<file path="config.mk">
export PLATFORM = sky130hd
export DESIGN_NAME = reset_strap_config_latch
export DESIGN_NICKNAME = d
export VERILOG_FILES = /design/src/pkg/strap_pkg.sv /design/src/strap_sample.sv /design/src/reset_strap_config_latch.sv
export VERILOG_INCLUDE_DIRS = /design/src /design/src/pkg
export SDC_FILE = /design/constraint.sdc
export NUM_CORES = 1
export LEC_CHECK = 0
export ABC_AREA = 0
export BUFFER_PORTS_ARGS = -buffer_cell sky130_fd_sc_hd__buf_4
export CAP_MARGIN = 20
export CORE_UTILIZATION = 43
export DETAILED_ROUTE_END_ITERATION = 16
export GPL_ROUTABILITY_DRIVEN = 1
export PLACE_DENSITY = 0.74
export SLEW_MARGIN = 30
export SYNTH_ARGS = -nofsm -noshare
export SYNTH_HDL_FRONTEND = slang
export SYNTH_HIERARCHICAL = 1
export SYNTH_SLANG_ARGS = --single-unit
</file>
<file path="constraint.sdc">
create_clock -name i_clk -period 0.8 [get_ports i_clk]
set_input_delay 0.16 -clock i_clk [delete_from_list [all_inputs] [get_ports i_clk]]
set_output_delay 0.16 -clock i_clk [all_outputs]
set_load 0.05 [all_outputs]
</file>
<file path="src/pkg/strap_defines.svh">
// Holds the constants for the reset strap configuration latch.
// Assumes inclusion by bare name from the package and the design files.
`ifndef STRAP_DEFINES_SVH
`define STRAP_DEFINES_SVH
`define ADDR_W            5
`define ADDR_DEFAULT      5'h01
`define REG_ADDR_W        4
`define OFS_MGMT_ADDR     4'h0
`define OFS_MODE          4'h1
`define OFS_RELEASE       4'h2
`define OFS_STATUS        4'h3
`define MODE_AN_BIT       2
`define MODE_HI_BIT       1
`define MODE_LO_BIT       0
`define ADV_10_HALF       4'h1
`define ADV_10_FULL       4'h2
`define ADV_100_HALF      4'h4
`define ADV_100_FULL      4'h8
`define ADV_NONE          4'h0
`define MODE_W            3
`define ADDR_PAD          3'h0
`define MODE_PAD          5'h00
`define STATUS_PAD        5'h00
`define RDATA_IDLE        8'h00
`define PD_RESET          1'h1
`define FLAG_CLEAR        1'h0
`endif

</file>
<file path="src/pkg/strap_pkg.sv">
// Holds the types shared by the strap configuration latch.
// Assumes strap_defines.svh is on the include path.
`include "strap_defines.svh"
package strap_pkg;
    typedef logic [`ADDR_W-1:0] mgmt_addr_t;
    typedef enum logic [2:0]
    {
        ST_RESET     = 3'b001,
        ST_POWERDOWN = 3'b010,
        ST_RUN       = 3'b100
    } boot_state_e;
endpackage : strap_pkg

</file>
<file path="src/strap_sample.sv">
// Holds one strap sampling flop that follows its pin only while reset is held.
// Assumes i_hold is high while the synchronised reset is still held low.
`timescale 1ns/10ps
`default_nettype none
module strap_sample
#(
    parameter int W = 1
)
(
    input  wire logic         i_clk,
    input  wire logic         i_hold,
    input  wire logic         i_load,
    input  wire logic [W-1:0] i_pin,
    input  wire logic [W-1:0] i_sw_value,
    output logic      [W-1:0] o_value
);
    always_ff @(posedge i_clk)
    begin
        if (i_hold)
            o_value <= i_pin;      // see (RULE_01)
        else if (i_load)
            o_value <= i_sw_value; // see (RULE_12)
    end
endmodule : strap_sample
`default_nettype wire

</file>
<file path="src/reset_strap_config_latch.sv">
// Holds the reset strap configuration latch with its software strapping registers.
// Assumes strap pins are synchronous to i_clk and steady while i_rst_b is held low.
//
// Summary of operation
// (RULE_01) Strap pin levels are sampled while hardware reset is held active.
// (RULE_02) After reset, pins change freely without touching the latched values.
// (RULE_03) Five address straps latch into the management address register each reset.
// (RULE_04) Every management address from zero to thirty-one is accepted.
// (RULE_05) Unstrapped pins give address one: bit zero pulled up, others down.
// (RULE_06) Select strap low enters software strapping and holds power-down.
// (RULE_07) In software strapping mode the host may program strapping registers.
// (RULE_08) A release register access ends power-down; until then stay down.
// (RULE_09) Select strap high starts normally from the hardware straps.
// (RULE_10) Negotiation on: pattern 00 advertises 10M both duplexes, 01 100M.
// (RULE_11) Negotiation off with both selects low forces 10M half duplex.
// (RULE_12) Latched values hold until next reset, except software strapping writes.
`timescale 1ns/10ps
`default_nettype none
`include "strap_defines.svh"
module reset_strap_config_latch
(
    input  wire logic                 i_clk,
    input  wire logic                 i_rst_b,
    input  wire logic [`ADDR_W-1:0]   i_mgmt_addr_strap,
    input  wire logic                 i_soft_config_select,
    input  wire logic                 i_autoneg_enable_strap,
    input  wire logic                 i_advertise_sel_hi,
    input  wire logic                 i_advertise_sel_lo,
    input  wire logic [`REG_ADDR_W-1:0] i_addr,
    input  wire logic [7:0]           i_wdata,
    input  wire logic                 i_wr,
    input  wire logic                 i_rd,
    output logic      [7:0]           o_rdata,
    output strap_pkg::mgmt_addr_t     o_mgmt_addr,
    output logic                      o_power_down,
    output logic                      o_autoneg_enable,
    output logic      [3:0]           o_advertise,
    output logic                      o_force_speed_100,
    output logic                      o_force_full_duplex
);
    import strap_pkg::*;

    ////////////////////////////////////////////////////////////////////////////
    logic        rst_meta;
    logic        rst_sync;
    boot_state_e state;
    boot_state_e next_state;
    mgmt_addr_t  addr_q;
    logic [`MODE_W-1:0] mode_q;
    logic        sel_q;

    // Reset asserts at once so the straps start following their pins; release waits
    // two edges so that no flop leaves reset on a partly settled edge.
    always_ff @(posedge i_clk or negedge i_rst_b)
    begin
        if (!i_rst_b)
        begin
            rst_meta <= 1'b0;
            rst_sync <= 1'b0;
        end
        else
        begin
            rst_meta <= 1'b1;
            rst_sync <= rst_meta;
        end
    end

    ////////////////////////////////////////////////////////////////////////////
    // Straps follow the pins while reset is low and freeze at release; the
    // sampling flops take no asynchronous reset because they capture pin levels.
    wire hold        = ~rst_sync;
    wire soft_mode   = (state == ST_POWERDOWN);
    wire hit_mgmt    = (i_addr == `OFS_MGMT_ADDR);
    wire hit_mode    = (i_addr == `OFS_MODE);
    wire hit_release = (i_addr == `OFS_RELEASE);
    wire hit_status  = (i_addr == `OFS_STATUS);
    // Writes land only in software power-down; once running the values are frozen.
    wire wr_addr     = i_wr & soft_mode & hit_mgmt;       // see (RULE_07)
    wire wr_mode     = i_wr & soft_mode & hit_mode;       // see (RULE_07)
    wire release_hit = (i_wr | i_rd) & hit_release;      // see (RULE_08)
    wire [`ADDR_W-1:0] addr_wdata = i_wdata[`ADDR_W-1:0];
    wire [`MODE_W-1:0] mode_wdata = i_wdata[`MODE_W-1:0];
    wire [`MODE_W-1:0] mode_pins  = {i_autoneg_enable_strap, i_advertise_sel_hi, i_advertise_sel_lo};

    strap_sample #(.W(`ADDR_W)) u_addr
    (
        .i_clk      (i_clk),
        .i_hold     (hold),
        .i_load     (wr_addr),
        .i_pin      (i_mgmt_addr_strap),              // see (RULE_03)
        .i_sw_value (addr_wdata),
        .o_value    (addr_q)
    );

    strap_sample #(.W(`MODE_W)) u_mode
    (
        .i_clk      (i_clk),
        .i_hold     (hold),
        .i_load     (wr_mode),
        .i_pin      (mode_pins),
        .i_sw_value (mode_wdata),
        .o_value    (mode_q)
    );

    strap_sample #(.W(1)) u_sel
    (
        .i_clk      (i_clk),
        .i_hold     (hold),
        .i_load     (1'b0),                           // see (RULE_02)
        .i_pin      (i_soft_config_select),
        .i_sw_value (1'b0),
        .o_value    (sel_q)
    );

    ////////////////////////////////////////////////////////////////////////////
    // Power-down is left only by a release access; a high select strap skips it.
    always_comb
    begin
        next_state = state;
        case (state)
            ST_RESET:     next_state = sel_q ? ST_RUN : ST_POWERDOWN; // see (RULE_06) (RULE_09)
            ST_POWERDOWN: next_state = release_hit ? ST_RUN : ST_POWERDOWN; // see (RULE_08)
            ST_RUN:       next_state = ST_RUN;            // see (RULE_12)
            default:      next_state = ST_RESET;
        endcase
    end

    always_ff @(posedge i_clk or negedge rst_sync)
    begin
        if (!rst_sync)
            state <= ST_RESET;
        else
            state <= next_state;
    end

    ////////////////////////////////////////////////////////////////////////////
    // Mode bits as latched at reset or as last written by the host.
    wire       an       = mode_q[`MODE_AN_BIT];
    wire       s_hi     = mode_q[`MODE_HI_BIT];
    wire       s_lo     = mode_q[`MODE_LO_BIT];
    wire       running  = (state == ST_RUN);
    wire [3:0] adv_10   = `ADV_10_HALF | `ADV_10_FULL;
    wire [3:0] adv_100  = `ADV_100_HALF | `ADV_100_FULL;
    wire [3:0] adv_an   = s_lo ? adv_100 : adv_10;            // see (RULE_10)
    wire [3:0] adv_next = an ? adv_an : `ADV_NONE;

    ////////////////////////////////////////////////////////////////////////////
    // Read selection; unused bits and unmapped offsets read as zero.
    // A read of the release offset returns zero but still counts as the release access.
    wire [7:0] status   = {`STATUS_PAD, sel_q, soft_mode, running};
    wire [7:0] rd_addr  = {`ADDR_PAD, addr_q};
    wire [7:0] rd_mode  = {`MODE_PAD, mode_q};
    wire [7:0] rd_mux   = hit_mgmt   ? rd_addr :
                          hit_mode   ? rd_mode :
                          hit_status ? status  : `RDATA_IDLE;

    ////////////////////////////////////////////////////////////////////////////
    // Next values of the outputs, each registered by its own short flop below.
    wire [7:0] next_rdata      = i_rd ? rd_mux : `RDATA_IDLE;
    wire       next_power_down = (next_state != ST_RUN);     // see (RULE_06) (RULE_08)
    wire       next_force_100  = ~an & s_hi;                 // see (RULE_11)
    wire       next_force_full = ~an & s_lo;                 // see (RULE_11)

    ////////////////////////////////////////////////////////////////////////////
    // Outputs show their defaults while reset is held. The address default
    // matches the weak pulls, so software sees the same address before and after.
    always_ff @(posedge i_clk or negedge rst_sync)
    begin
        if (!rst_sync)
            o_rdata <= `RDATA_IDLE;
        else
            o_rdata <= next_rdata;
    end

    always_ff @(posedge i_clk or negedge rst_sync)
    begin
        if (!rst_sync)
            o_mgmt_addr <= `ADDR_DEFAULT;                    // see (RULE_05)
        else
            o_mgmt_addr <= addr_q;                           // see (RULE_04)
    end

    always_ff @(posedge i_clk or negedge rst_sync)
    begin
        if (!rst_sync)
            o_power_down <= `PD_RESET;
        else
            o_power_down <= next_power_down;
    end

    always_ff @(posedge i_clk or negedge rst_sync)
    begin
        if (!rst_sync)
            o_autoneg_enable <= `FLAG_CLEAR;
        else
            o_autoneg_enable <= an;
    end

    always_ff @(posedge i_clk or negedge rst_sync)
    begin
        if (!rst_sync)
            o_advertise <= `ADV_NONE;
        else
            o_advertise <= adv_next;
    end

    always_ff @(posedge i_clk or negedge rst_sync)
    begin
        if (!rst_sync)
            o_force_speed_100 <= `FLAG_CLEAR;
        else
            o_force_speed_100 <= next_force_100;
    end

    always_ff @(posedge i_clk or negedge rst_sync)
    begin
        if (!rst_sync)
            o_force_full_duplex <= `FLAG_CLEAR;
        else
            o_force_full_duplex <= next_force_full;
    end
endmodule : reset_strap_config_latch
`default_nettype wire

</file>
* After elaboration in Yosys (flattened, before gate mapping)
Index checks and enable logic that the tools add are counted.
Storage, ports and cells: register bits after elaboration 32, memories 0, memory bits (read-only) 0, memory bits (writable) 0, latch bits 0
Cells by class: $lt $le $gt $ge 0, bitwise gates (word level) 8, shifts and indexed selects 0, add/sub/neg operators 0, divide/modulo/power cells 0, multipliers 0, eq/ne operators 9, muxes and demuxes 13, reduce and logical (&&, ||, !) cells 1
Operators by type and width (count):
- $mux 5 | 4
- $mux 3 | 6
- $pmux 3 s3 | 1
- $eq 4x2->1 const B | 2
- $mux 4 | 2
- $and 1x1->1 | 6
- $eq 4x1->1 const B | 1
- $logic_not 4->1 | 1
- $ne 2x1->1 const B | 2
- $eq 3x1->1 const B | 1
- $eq 3x2->1 const B | 1
- $eq 3x3->1 const B | 1
- $ne 3x3->1 const B | 1
- $not 1->1 | 1
- $or 1x1->1 | 1

* Depth between registers and ports, before layout
Gate-level depths: netlist of run 1.
depth after elaboration 5, mapped depth 4

* Hierarchy
The synthesis of run 1 kept the hierarchy.
By module, submodules not included:
- reset_strap_config_latch | area each 839.6 µm², cells each 68, times used 1, seq. area each 529.3 µm²
- strap_sample (u_addr) | area each 212.7 µm², cells each 11, times used 1, seq. area each 150.1 µm²
- strap_sample (u_mode) | area each 130.1 µm², cells each 7, times used 1, seq. area each 90.1 µm²
- strap_sample (u_sel) | area each 51.3 µm², cells each 3, times used 1, seq. area each 30.0 µm²

* Worst setup path before layout of run 1
No wires, ideal clock.
kind reg2reg, start register rst_sync, end register u_addr.o_value[0] (enable), data required time 0.538 ns, stages on the path, launching flop included 3, setup slack -0.909 ns, library setup time 0.262 ns, path buffers 0, arrival 1.446 ns, path through dfrtp_1 -> inv_1 -> or2_2
On the way: word-level cells in the longest chain between the ends 1
Ends and longest elaborated chain:
- start: declaration | RTL line reset_strap_config_latch.sv:45 | logic rst_sync;
- start signal: assignment | RTL line reset_strap_config_latch.sv:64 | rst_sync <= rst_meta;
- $ne 2x1->1 (no line)
- end signal: assignment | RTL line strap_sample.sv:20 | o_value <= i_pin;
- end signal: assignment | RTL line strap_sample.sv:22 | o_value <= i_sw_value;
- end: declaration | RTL line strap_sample.sv:15 | output logic [W-1:0] o_value
Every way passes these cells. A chain may end at the register's enable or synchronous reset.

* Worst setup path after layout of run 1
start register state[2], end register state[1]
On the way: word-level cells in the longest chain between the ends 2, elaborated cells between the ends (all ways) 4, those cells by class eq/ne: 3; mux: 1
Ends and longest elaborated chain:
- start: declaration | RTL line reset_strap_config_latch.sv:46 | boot_state_e state;
- start signal: assignment | RTL line reset_strap_config_latch.sv:133 | state <= next_state;
- $eq 3x3->1, or another cell as far along | RTL line reset_strap_config_latch.sv:120 | case (state)
- $pmux 3 s3 (*) | RTL line reset_strap_config_latch.sv:120
- net next_state[1] | RTL line reset_strap_config_latch.sv:47 | boot_state_e next_state;
The timed path passes the listed nets; every way through them passes the cells marked *.

==> impl_metrics.tcl, run 1 <==
set metrics [dict create \
    leakage_nw 0.9374 \
    drive_gt1_frac 0.6835 \
    routedWlPerCell_um 14.56 \
    cts-buffers-inserted 5 \
    clock-sinks 30 \
    cp.buffers_inverters 1 \
    crit_path_start_kind "flip-flop" \
    post_dp_cell_area_mm2 0.001685 \
    slowest_delay_ns 0.62 \
    drt_iter0_markers 8 \
    ios 46 \
    ys_ff_latch 30 \
    num_rows 19 \
    hold_violations 0 \
    antenna_found_initial 0 \
    die-area_mm2 0.003087 \
    h-tree-depth 2 \
    cp_data_required_time_ns 1.07 \
    routed_wl_um 2752 \
    cts-root-buf "clkbuf_4" \
    antenna_cells 0 \
    worst-r2r-setup-slack_ns -0.57 \
    crit_fanout 5 \
    hp-start "i_rd" \
    drv_cap 0 \
    start_util 0.4513 \
    drc_errors 0 \
    p_per_area_mw_per_mm2 2259 \
    status "finished, violations left" \
    port_buffers 39 \
    critical_path.top_delay_family "simple AND/OR/NAND/NOR gates" \
    multi_input_comb_area_um2 521.8 \
    path_class "reg2reg" \
    clock_skew_ns 0.01187 \
    synth_commonest_cells "dfrtp_1 (18), edfxtp_1 (9), mux2_2 (8)" \
    synth-edff-count 9 \
    fin_crit_sh 1.711 \
    path_clk_slew_ns 0.09 \
    ys_dominant_reg_cell "dfrtp_1" \
    via_per_inst 4.915 \
    finalWorstSetupSlack_ns -0.5689 \
    layout.nets 182 \
    ys_seq_area_frac 0.6481 \
    die_y_um 55.57 \
    period_needed_ns 1.369 \
    dp_hpwl_um 1770 \
    hold_depth 2 \
    place_congestion 0.8899 \
    worstSetupEndpointType "flip-flop" \
    cts_buffer_depth 2 \
    post-route-cell-area_mm2 0.002026 \
    path_cells "buf_4 > or4b_2 > o21ai_1" \
    synth_top_cell_by_area "dfrtp_1" \
    crit_path_start "state[2]" \
    grt_overflow 0 \
    grt_pass1_vias 943 \
    synthCells 89 \
    drtAntennaViolNets 0 \
    cts_tree "built" \
    synthMostInstantiatedCell "dfrtp_1" \
    firstDrtPassIters 4 \
    synthTopCellsByArea "dfrtp_1 (37%), edfxtp_1 (22%), mux2_2 (7.3%)" \
    pre_cts_slack_ns -0.6323 \
    min_to "o_rdata[3]" \
    vias 929 \
    yosys_warnings 6 \
    setup_violations 43 \
    peakVddDrop_mv 2.128 \
    yosys.cell_types.count 30 \
    grt_max_degree 20 \
    placeableCoreArea_mm2 0.002734 \
    slowest_stage "or4b_2" \
    rsz0062_at_grt "yes" \
    ff2ff_path_depth 3 \
    avgSynthCellArea_um2 13.86 \
    regArea_um2 805.8 \
    synthesis.area_mm2 0.001234 \
    crit_arrival_ns 1.64 \
    drv_slew 0 \
    fmax_ghz 0.7305 \
    violations "negative setup slack" \
    async_reset_ff_frac 0.7000 \
    clk_latency_ns 0.34 \
    die_w_um 55.57 \
    grt_pass1_wl_um 4236 \
    grt_use_total 0.1868 \
    whs_ns 0.08551 \
    r2r-end "state[1]" \
    netlist.area_leader.share 0.3651 \
    worstHoldPathType "in2reg" \
    fillers 180 \
    r2r-start "state[2]" \
    area_delta_synth_final_pct 64.20 \
]
## flip-flops by register name, summed over array words and instances, names as in the netlist
signal and cells:
rst_sync 1, o_rdata 5, o_power_down 1, state 3, o_force_speed_100 1, o_mgmt_addr 5, rst_meta 1, u_addr/o_value 5
u_sel/o_value 1, u_mode/o_value 3, o_advertise 2, o_autoneg_enable 1, o_force_full_duplex 1
## final cells by class
class,count,share of cell area
clock buffer,6,0.02532
clock inverter,2,0.006177
inverter,2,0.005559
sequential,30,0.3978
multi-input combinational,56,0.2576
timing repair buffer,61,0.2847
timing repair inverter,1,0.003706
tap,31,0.01915
## metal layers
layer,track usage,share of wire
met1,0.2060,0.36
met2,0.3219,0.56
met3,0.05621,0.051
met4,0.1000,0.030
met5,0,0
## kinds of logic after synthesis
family	count (synthesis)	synth area share
AO/OA/AOI/OAI	10	0.05780
multiplexers	9	0.08519
flip-flops	30	0.6481
other	2	0.006087
buffers and inverters	7	0.03652
AND/OR/NAND/NOR	30	0.1592
XOR/XNOR	1	0.007101
## layout by cell type (no fill, tap or decap), drive strengths merged, types with 2 or more instances in the layout
cell type  Yosys  routed
a21oi          3       3
and3           2       2
buf            5      60
clkbuf         0       6
clkinvlp       0       3
conb           2       6
dfrtp         18      18
dfstp          3       3
edfxtp         9       9
mux2           9       9
nand2          2       2
nor2           5       5
nor2b          5       5
nor3b          3       3
nor4           3       3
o21ai          3       3
or2            3       3
## power breakdown
group	switching [mW]	total (mW)	leakage, nW	internal, mW
registers	0.144	1.94	0.345	1.80
logic	0.775	1.68	0.559	0.901
clock network	0.534	0.956	0.0343	0.422
## metrics by stage
| step | total power [mW] | utilization | instances | TNS, ns |
|---|---|---|---|---|
| after CTS | 4.486 | 0.7231 | 189 | -15.99 |
| after detailed placement | 3.085 | 0.6165 | 175 | -13.20 |
| after floorplan | 2.639 | - | 93 | -12.05 |
| after global routing | 4.774 | 0.7410 | 189 | -17.81 |
| final | 4.577 | 0.7410 | 189 | -16.03 |
| after global placement | 3.049 | 0.6165 | 175 | -12.93 |
## how the worst max path moves through the flow
stage	end	slack, ns	cells past startpoint
floorplan	u_sel/o_value	-0.59	2
global placement	u_mode/o_value[0]	-0.62	5
detailed placement	u_mode/o_value[2]	-0.63	4
CTS	u_mode/o_value[2]	-0.57	4
global route	u_mode/o_value[0]	-0.63	4
finish	state[1]	-0.57	3
## repair_timing
item | in CTS | in global routing
gates resized for setup | 48 | 13
pin swaps | 6 | 7
cloned | 1 | 0
hold buffers | 1 | 0
buffers inserted | 4 | 2
endpoints found under the hold margin | 2 | 0
setup endpoints to repair | 45 | 45
No activity file was read; power rests on OpenSTA's default activity.
==> run 2: changes to the inputs <==
--- a/config.mk
+++ b/config.mk
@@ -9,10 +9,10 @@
 export ABC_AREA = 0
 export BUFFER_PORTS_ARGS = -buffer_cell sky130_fd_sc_hd__buf_4
 export CAP_MARGIN = 20
-export CORE_UTILIZATION = 43
+export CORE_UTILIZATION = 50
 export DETAILED_ROUTE_END_ITERATION = 16
 export GPL_ROUTABILITY_DRIVEN = 1
-export PLACE_DENSITY = 0.74
+export PLACE_DENSITY = 0.81
 export SLEW_MARGIN = 30
 export SYNTH_ARGS = -nofsm -noshare
 export SYNTH_HDL_FRONTEND = slang
==> constraint.sdc (replaced) <==
create_clock -name i_clk -period 1.6 [get_ports i_clk]
set_input_delay 0.32 -clock i_clk [delete_from_list [all_inputs] [get_ports i_clk]]
set_output_delay 0.32 -clock i_clk [all_outputs]
set_load 0.05 [all_outputs]
==> impl_metrics.tcl, run 2 (same netlist as run 1, synthesis figures left out) <==
set metrics [dict create \
    via_per_inst 5.124 \
    ios 46 \
    combPwrFrac 0.269 \
    rsz0062_at_grt "no" \
    drt_iter0_markers 24 \
    die_w_um 51.67 \
    largestRegisters "o_mgmt_addr: 5 flops, o_rdata: 5 flops, u_addr/o_value: 5 flops" \
    worstHoldPathType "in2reg" \
    drtAntennaViolNets 0 \
    grt_overflow 0 \
    port_buffers 39 \
    vias 871 \
    p_per_area_mw_per_mm2 1180 \
    p_int_mw 1.348 \
    place_congestion 0.7635 \
    antenna_cells 0 \
    post_dp_cell_area_mm2 0.001585 \
    fmax_ghz 0.7008 \
    hold_violations 0 \
    layout.nets 166 \
    num_rows 17 \
    routed_wl_um 2267 \
    drive_gt1_frac 0.5211 \
    drc_errors 0 \
    crit_arrival_ns 1.48 \
    grt_max_degree 20 \
    clock-sinks 30 \
    placeableCoreArea_mm2 0.002276 \
    die-area_mm2 0.002670 \
    period_needed_ns 1.427 \
    pre_cts_slack_ns 0.04071 \
    worstSetupEndpointType "flip-flop" \
    cts_buffer_depth 2 \
    path_class "reg2reg" \
    finalSetupTns_ns 0 \
    path_clk_slew_ns 0.09 \
    drv_cap 0 \
    antenna_found_initial 0 \
    clk_latency_ns 0.33 \
    power.switching_mw 0.6137 \
    post-route-cell-area_mm2 0.001662 \
    leakage_nw 0.7748 \
    status "complete, no violations" \
    p_clk_frac 0.237 \
    drv_slew 0 \
    whs_ns 0.2129 \
    post-cts-setup-buffers 0 \
    final_common_cell "buf_4" \
    finalWorstSetupSlack_ns 0.1731 \
    swShare 0.3129 \
    dp_hpwl_um 1728 \
    cp_data_required_time_ns 1.65 \
    h-tree-depth 2 \
    area_delta_synth_final_pct 34.69 \
    fin_crit_sh 0.8918 \
    firstDrtPassIters 4 \
    grt_use_total 0.2084 \
    clock_skew_ns 0.006143 \
    seqPwrFrac 0.494 \
    crit_fanout 7 \
    routedWlPerCell_um 13.34 \
    setup_violations 0 \
    grt_pass1_vias 807 \
    start_util 0.5421 \
    final_cell_mix "buf_4 (45), dfrtp_1 (17), edfxtp_1 (9)" \
    cts_tree "built" \
    cts-root-buf "clkbuf_4" \
    peakVddDrop_mv 0.9512 \
    crit_path_start_kind "flip-flop" \
    die_y_um 51.67 \
    cts-buffers-inserted 5 \
    grt_pass1_wl_um 3705 \
]
-- run 2: area by class of cell --
type,instances,area [µm²]
clock inverter,1,5.005
clock buffer,7,55.05
inverter,2,7.507
sequential,30,800.8
multi-input combinational,56,410.4
tap,28,35.03
fill,146,614.3
timing repair buffer,46,347.8
-- run 2: layer usage --
| metal | track usage | vias up | routed length [µm] | part of all wire |
|---|---|---|---|---|
| met3 | 0.08772 | 7 | 151 | 0.067 |
| met5 | 0 | - | 0 | 0 |
| met4 | 0.1081 | 0 | 55 | 0.024 |
| met2 | 0.3182 | 41 | 1110 | 0.49 |
| met1 | 0.2505 | 411 | 950 | 0.42 |
| li1 | - | 412 | - | - |
-- run 2: power groups by stage --
stage / Sequential (mW) / Combinational (mW) / Clock [mW]
after detailed placement: 0.975 / 0.519 / 0
after global routing: 0.978 / 0.565 / 0.522
final: 0.969 / 0.528 / 0.464
after CTS: 0.959 / 0.523 / 0.476
after floorplan: 1.09 / 0.219 / 0
after global placement: 0.967 / 0.500 / 0
-- run 2: critical path, cell delays in order, from the launching register on --
cell	delay, ns
dfstp_2	0.42
nor3b_4	0.29
nand2_1	0.11
nor4_1	0.15
or2_2	0.18
-- run 2: stage by stage --
stage | total power [mW] | std cells | utilization
final | 1.961 | 170 | 0.7301
after global routing | 2.065 | 170 | 0.7301
after CTS | 1.958 | 170 | 0.7273
after detailed placement | 1.494 | 161 | 0.6965
after global placement | 1.467 | 161 | 0.6965
after floorplan | 1.307 | 93 | -
-- run 2: path summary, 6_finish.rpt --
kind | to | cells past startpoint | slack (ns) | start
hold / removal | o_rdata[1] | 2 | 0.21 | i_addr[1]
setup / recovery | u_mode/o_value[0] | 4 | 0.17 | state[0]
setup reg to reg | u_mode/o_value[0] | 4 | 0.17 | state[0]
max in group asynchronous | o_power_down | 1 | 1.09 | rst_sync
hold reg to reg | state[1] | 1 | 0.25 | rst_sync
min in group asynchronous | state[1] | 1 | 0.25 | rst_sync
-- run 2: timing repair --
| action | CTS | global route |
|---|---|---|
| endpoints found under the setup margin | 0 | 3 |
| hold endpoints to repair | 2 | 0 |
| hold buffers | 1 | 0 |
| gates resized for setup | 0 | 1 |
==> run 3: changes to the inputs <==
==> constraint.sdc (replaced) <==
create_clock -name i_clk -period 1.6 [get_ports i_clk]
set_input_delay 0.16 -clock i_clk [delete_from_list [all_inputs] [get_ports i_clk]]
set_output_delay 0.16 -clock i_clk [all_outputs]
set_load 0.05 [all_outputs]
==> impl_metrics.tcl, run 3 (same netlist as run 1, synthesis figures left out) <==
set metrics [dict create \
    layout.nets 163 \
    die_w_um 51.67 \
    routed_wl_um 2237 \
    area_delta_synth_final_pct 32.86 \
    port_buffers 39 \
    fin_crit_sh 0.8953 \
    h-tree-depth 2 \
    placeableCoreArea_mm2 0.002276 \
    grt_overflow 0 \
    drtAntennaViolNets 0 \
    clock_skew_ns 0.007161 \
    slowest_delay_ns 0.41 \
    post-cts-setup-buffers 0 \
    rsz0062_at_grt "no" \
    fmax_ghz 0.6981 \
    period_needed_ns 1.432 \
    grt_pass1_wl_um 3567 \
    drt_iter0_markers 22 \
    worstHoldPathType "in2reg" \
    grt_use_met2 0.3355 \
    grt_pass1_vias 833 \
    drv_slew 0 \
    leakage_nw 0.7612 \
    grt_max_degree 20 \
    combPwrFrac 0.269 \
    worst-r2r-setup-slack_ns 0.17 \
    start_util 0.5421 \
    p_int_mw 1.344 \
    final_common_cell "buf_4" \
    swShare 0.3075 \
    vias 877 \
    path_clk_slew_ns 0.08 \
    grt_util_met1 0.2140 \
    power.switching_mw 0.5969 \
    clock-sinks 30 \
    peakVddDrop_mv 1.013 \
    cp_data_required_time_ns 1.64 \
    num_rows 17 \
    grt.busiest_layer "met2" \
    seqPwrFrac 0.499 \
    drc_errors 0 \
    antenna_found_initial 0 \
    grt_use_total 0.1997 \
    largestRegisters "o_mgmt_addr: 5 flops, o_rdata: 5 flops, u_addr/o_value: 5 flops" \
    met3_usage 0.06140 \
    place_congestion 0.7907 \
    p_per_area_mw_per_mm2 1184 \
    path_cells "nor3b_4 > nand2_1 > nor4_1 > or2_2" \
    antenna_cells 0 \
    hold_violations 0 \
    routedWlPerCell_um 13.40 \
    crit_fanout 7 \
    finalSetupTns_ns 0 \
    die_y_um 51.67 \
    cts-buffers-inserted 5 \
    ios 46 \
    worstSetupEndpointType "flip-flop" \
    whs_ns 0.07380 \
    final_cell_mix "buf_4 (42), dfrtp_1 (17), edfxtp_1 (9)" \
    status "complete, no violations" \
    setup_violations 0 \
    dp_hpwl_um 1705 \
    final_util 0.7202 \
    clk_latency_ns 0.32 \
    firstDrtPassIters 4 \
    p_clk_frac 0.232 \
    die-area_mm2 0.002670 \
    slowest_stage "dfstp_2" \
    drive_gt1_frac 0.5108 \
    cts-root-buf "clkbuf_4" \
    crit_path_start_kind "flip-flop" \
    cts_buffer_depth 2 \
    drv_cap 0 \
    crit_arrival_ns 1.47 \
    cts_tree "built" \
    via_per_inst 5.251 \
    path_class "reg2reg" \
]
[run 3: cell count changes in the layout (fill, tap and decap cells not counted), sizes merged]
cell,change
buf,-3
[run 3: per-stage QoR]
step	worst slack, ns	total power [mW]	std cells	cell area [µm²]
5_1_grt	0.05169	2.037	167	1639
3_3_place_gp	0.1314	1.462	158	1563
3_5_place_dp	0.09857	1.484	158	1563
2_1_floorplan	0.1450	1.307	93	1250
6_report	0.1675	1.941	167	1639
4_1_cts	0.08761	1.936	167	1633
[run 3: timing repair]
| item | CTS | global route |
|---|---|---|
| setup endpoints to repair | 0 | 3 |
| hold buffers | 1 | 0 |
| gates resized for setup | 0 | 1 |
| endpoints found under the hold margin | 2 | 0 |
[run 3: worst paths after layout]
kind,startpoint,to,cells past startpoint
worst max-delay path,state[0],u_mode/o_value[1],4
max in group asynchronous,rst_sync,o_power_down,1
worst min-delay path,i_addr[1],o_rdata[1],2
worst min register to register,rst_sync,o_mgmt_addr[2],1
min in group asynchronous,i_rst_b,rst_meta,2
worst max register to register,state[0],u_mode/o_value[1],4
[run 3: final cells by class]
cell class	count	area, µm²
well taps	28	35.03
fillers	155	636.9
multi-input cells	56	410.4
flip-flops and latches	30	800.8
clock buffers	7	55.05
inverters	2	7.507
clock inverters	1	5.005
repair buffers	43	325.3
[run 3: critical path: cells and delay by family, from the launching register on]
kind,cells,cell delay (ns)
AND/OR/NAND/NOR,4,0.74
flip-flops,1,0.41
[run 3: per-layer routing]
| metal | vias up | routed length [µm] |
|---|---|---|
| li1 | 405 | - |
| met1 | 412 | 855 |
| met2 | 55 | 1166 |
| met3 | 5 | 177 |
| met4 | 0 | 37 |
| met5 | - | 0 |
[run 3: power by group through the flow]
stage	logic [mW]	registers, mW	clock network [mW]
floorplan	0.219	1.09	0
global placement	0.495	0.967	0
detailed placement	0.511	0.973	0
CTS	0.512	0.959	0.465
global route	0.556	0.980	0.501
finish	0.522	0.969	0.450
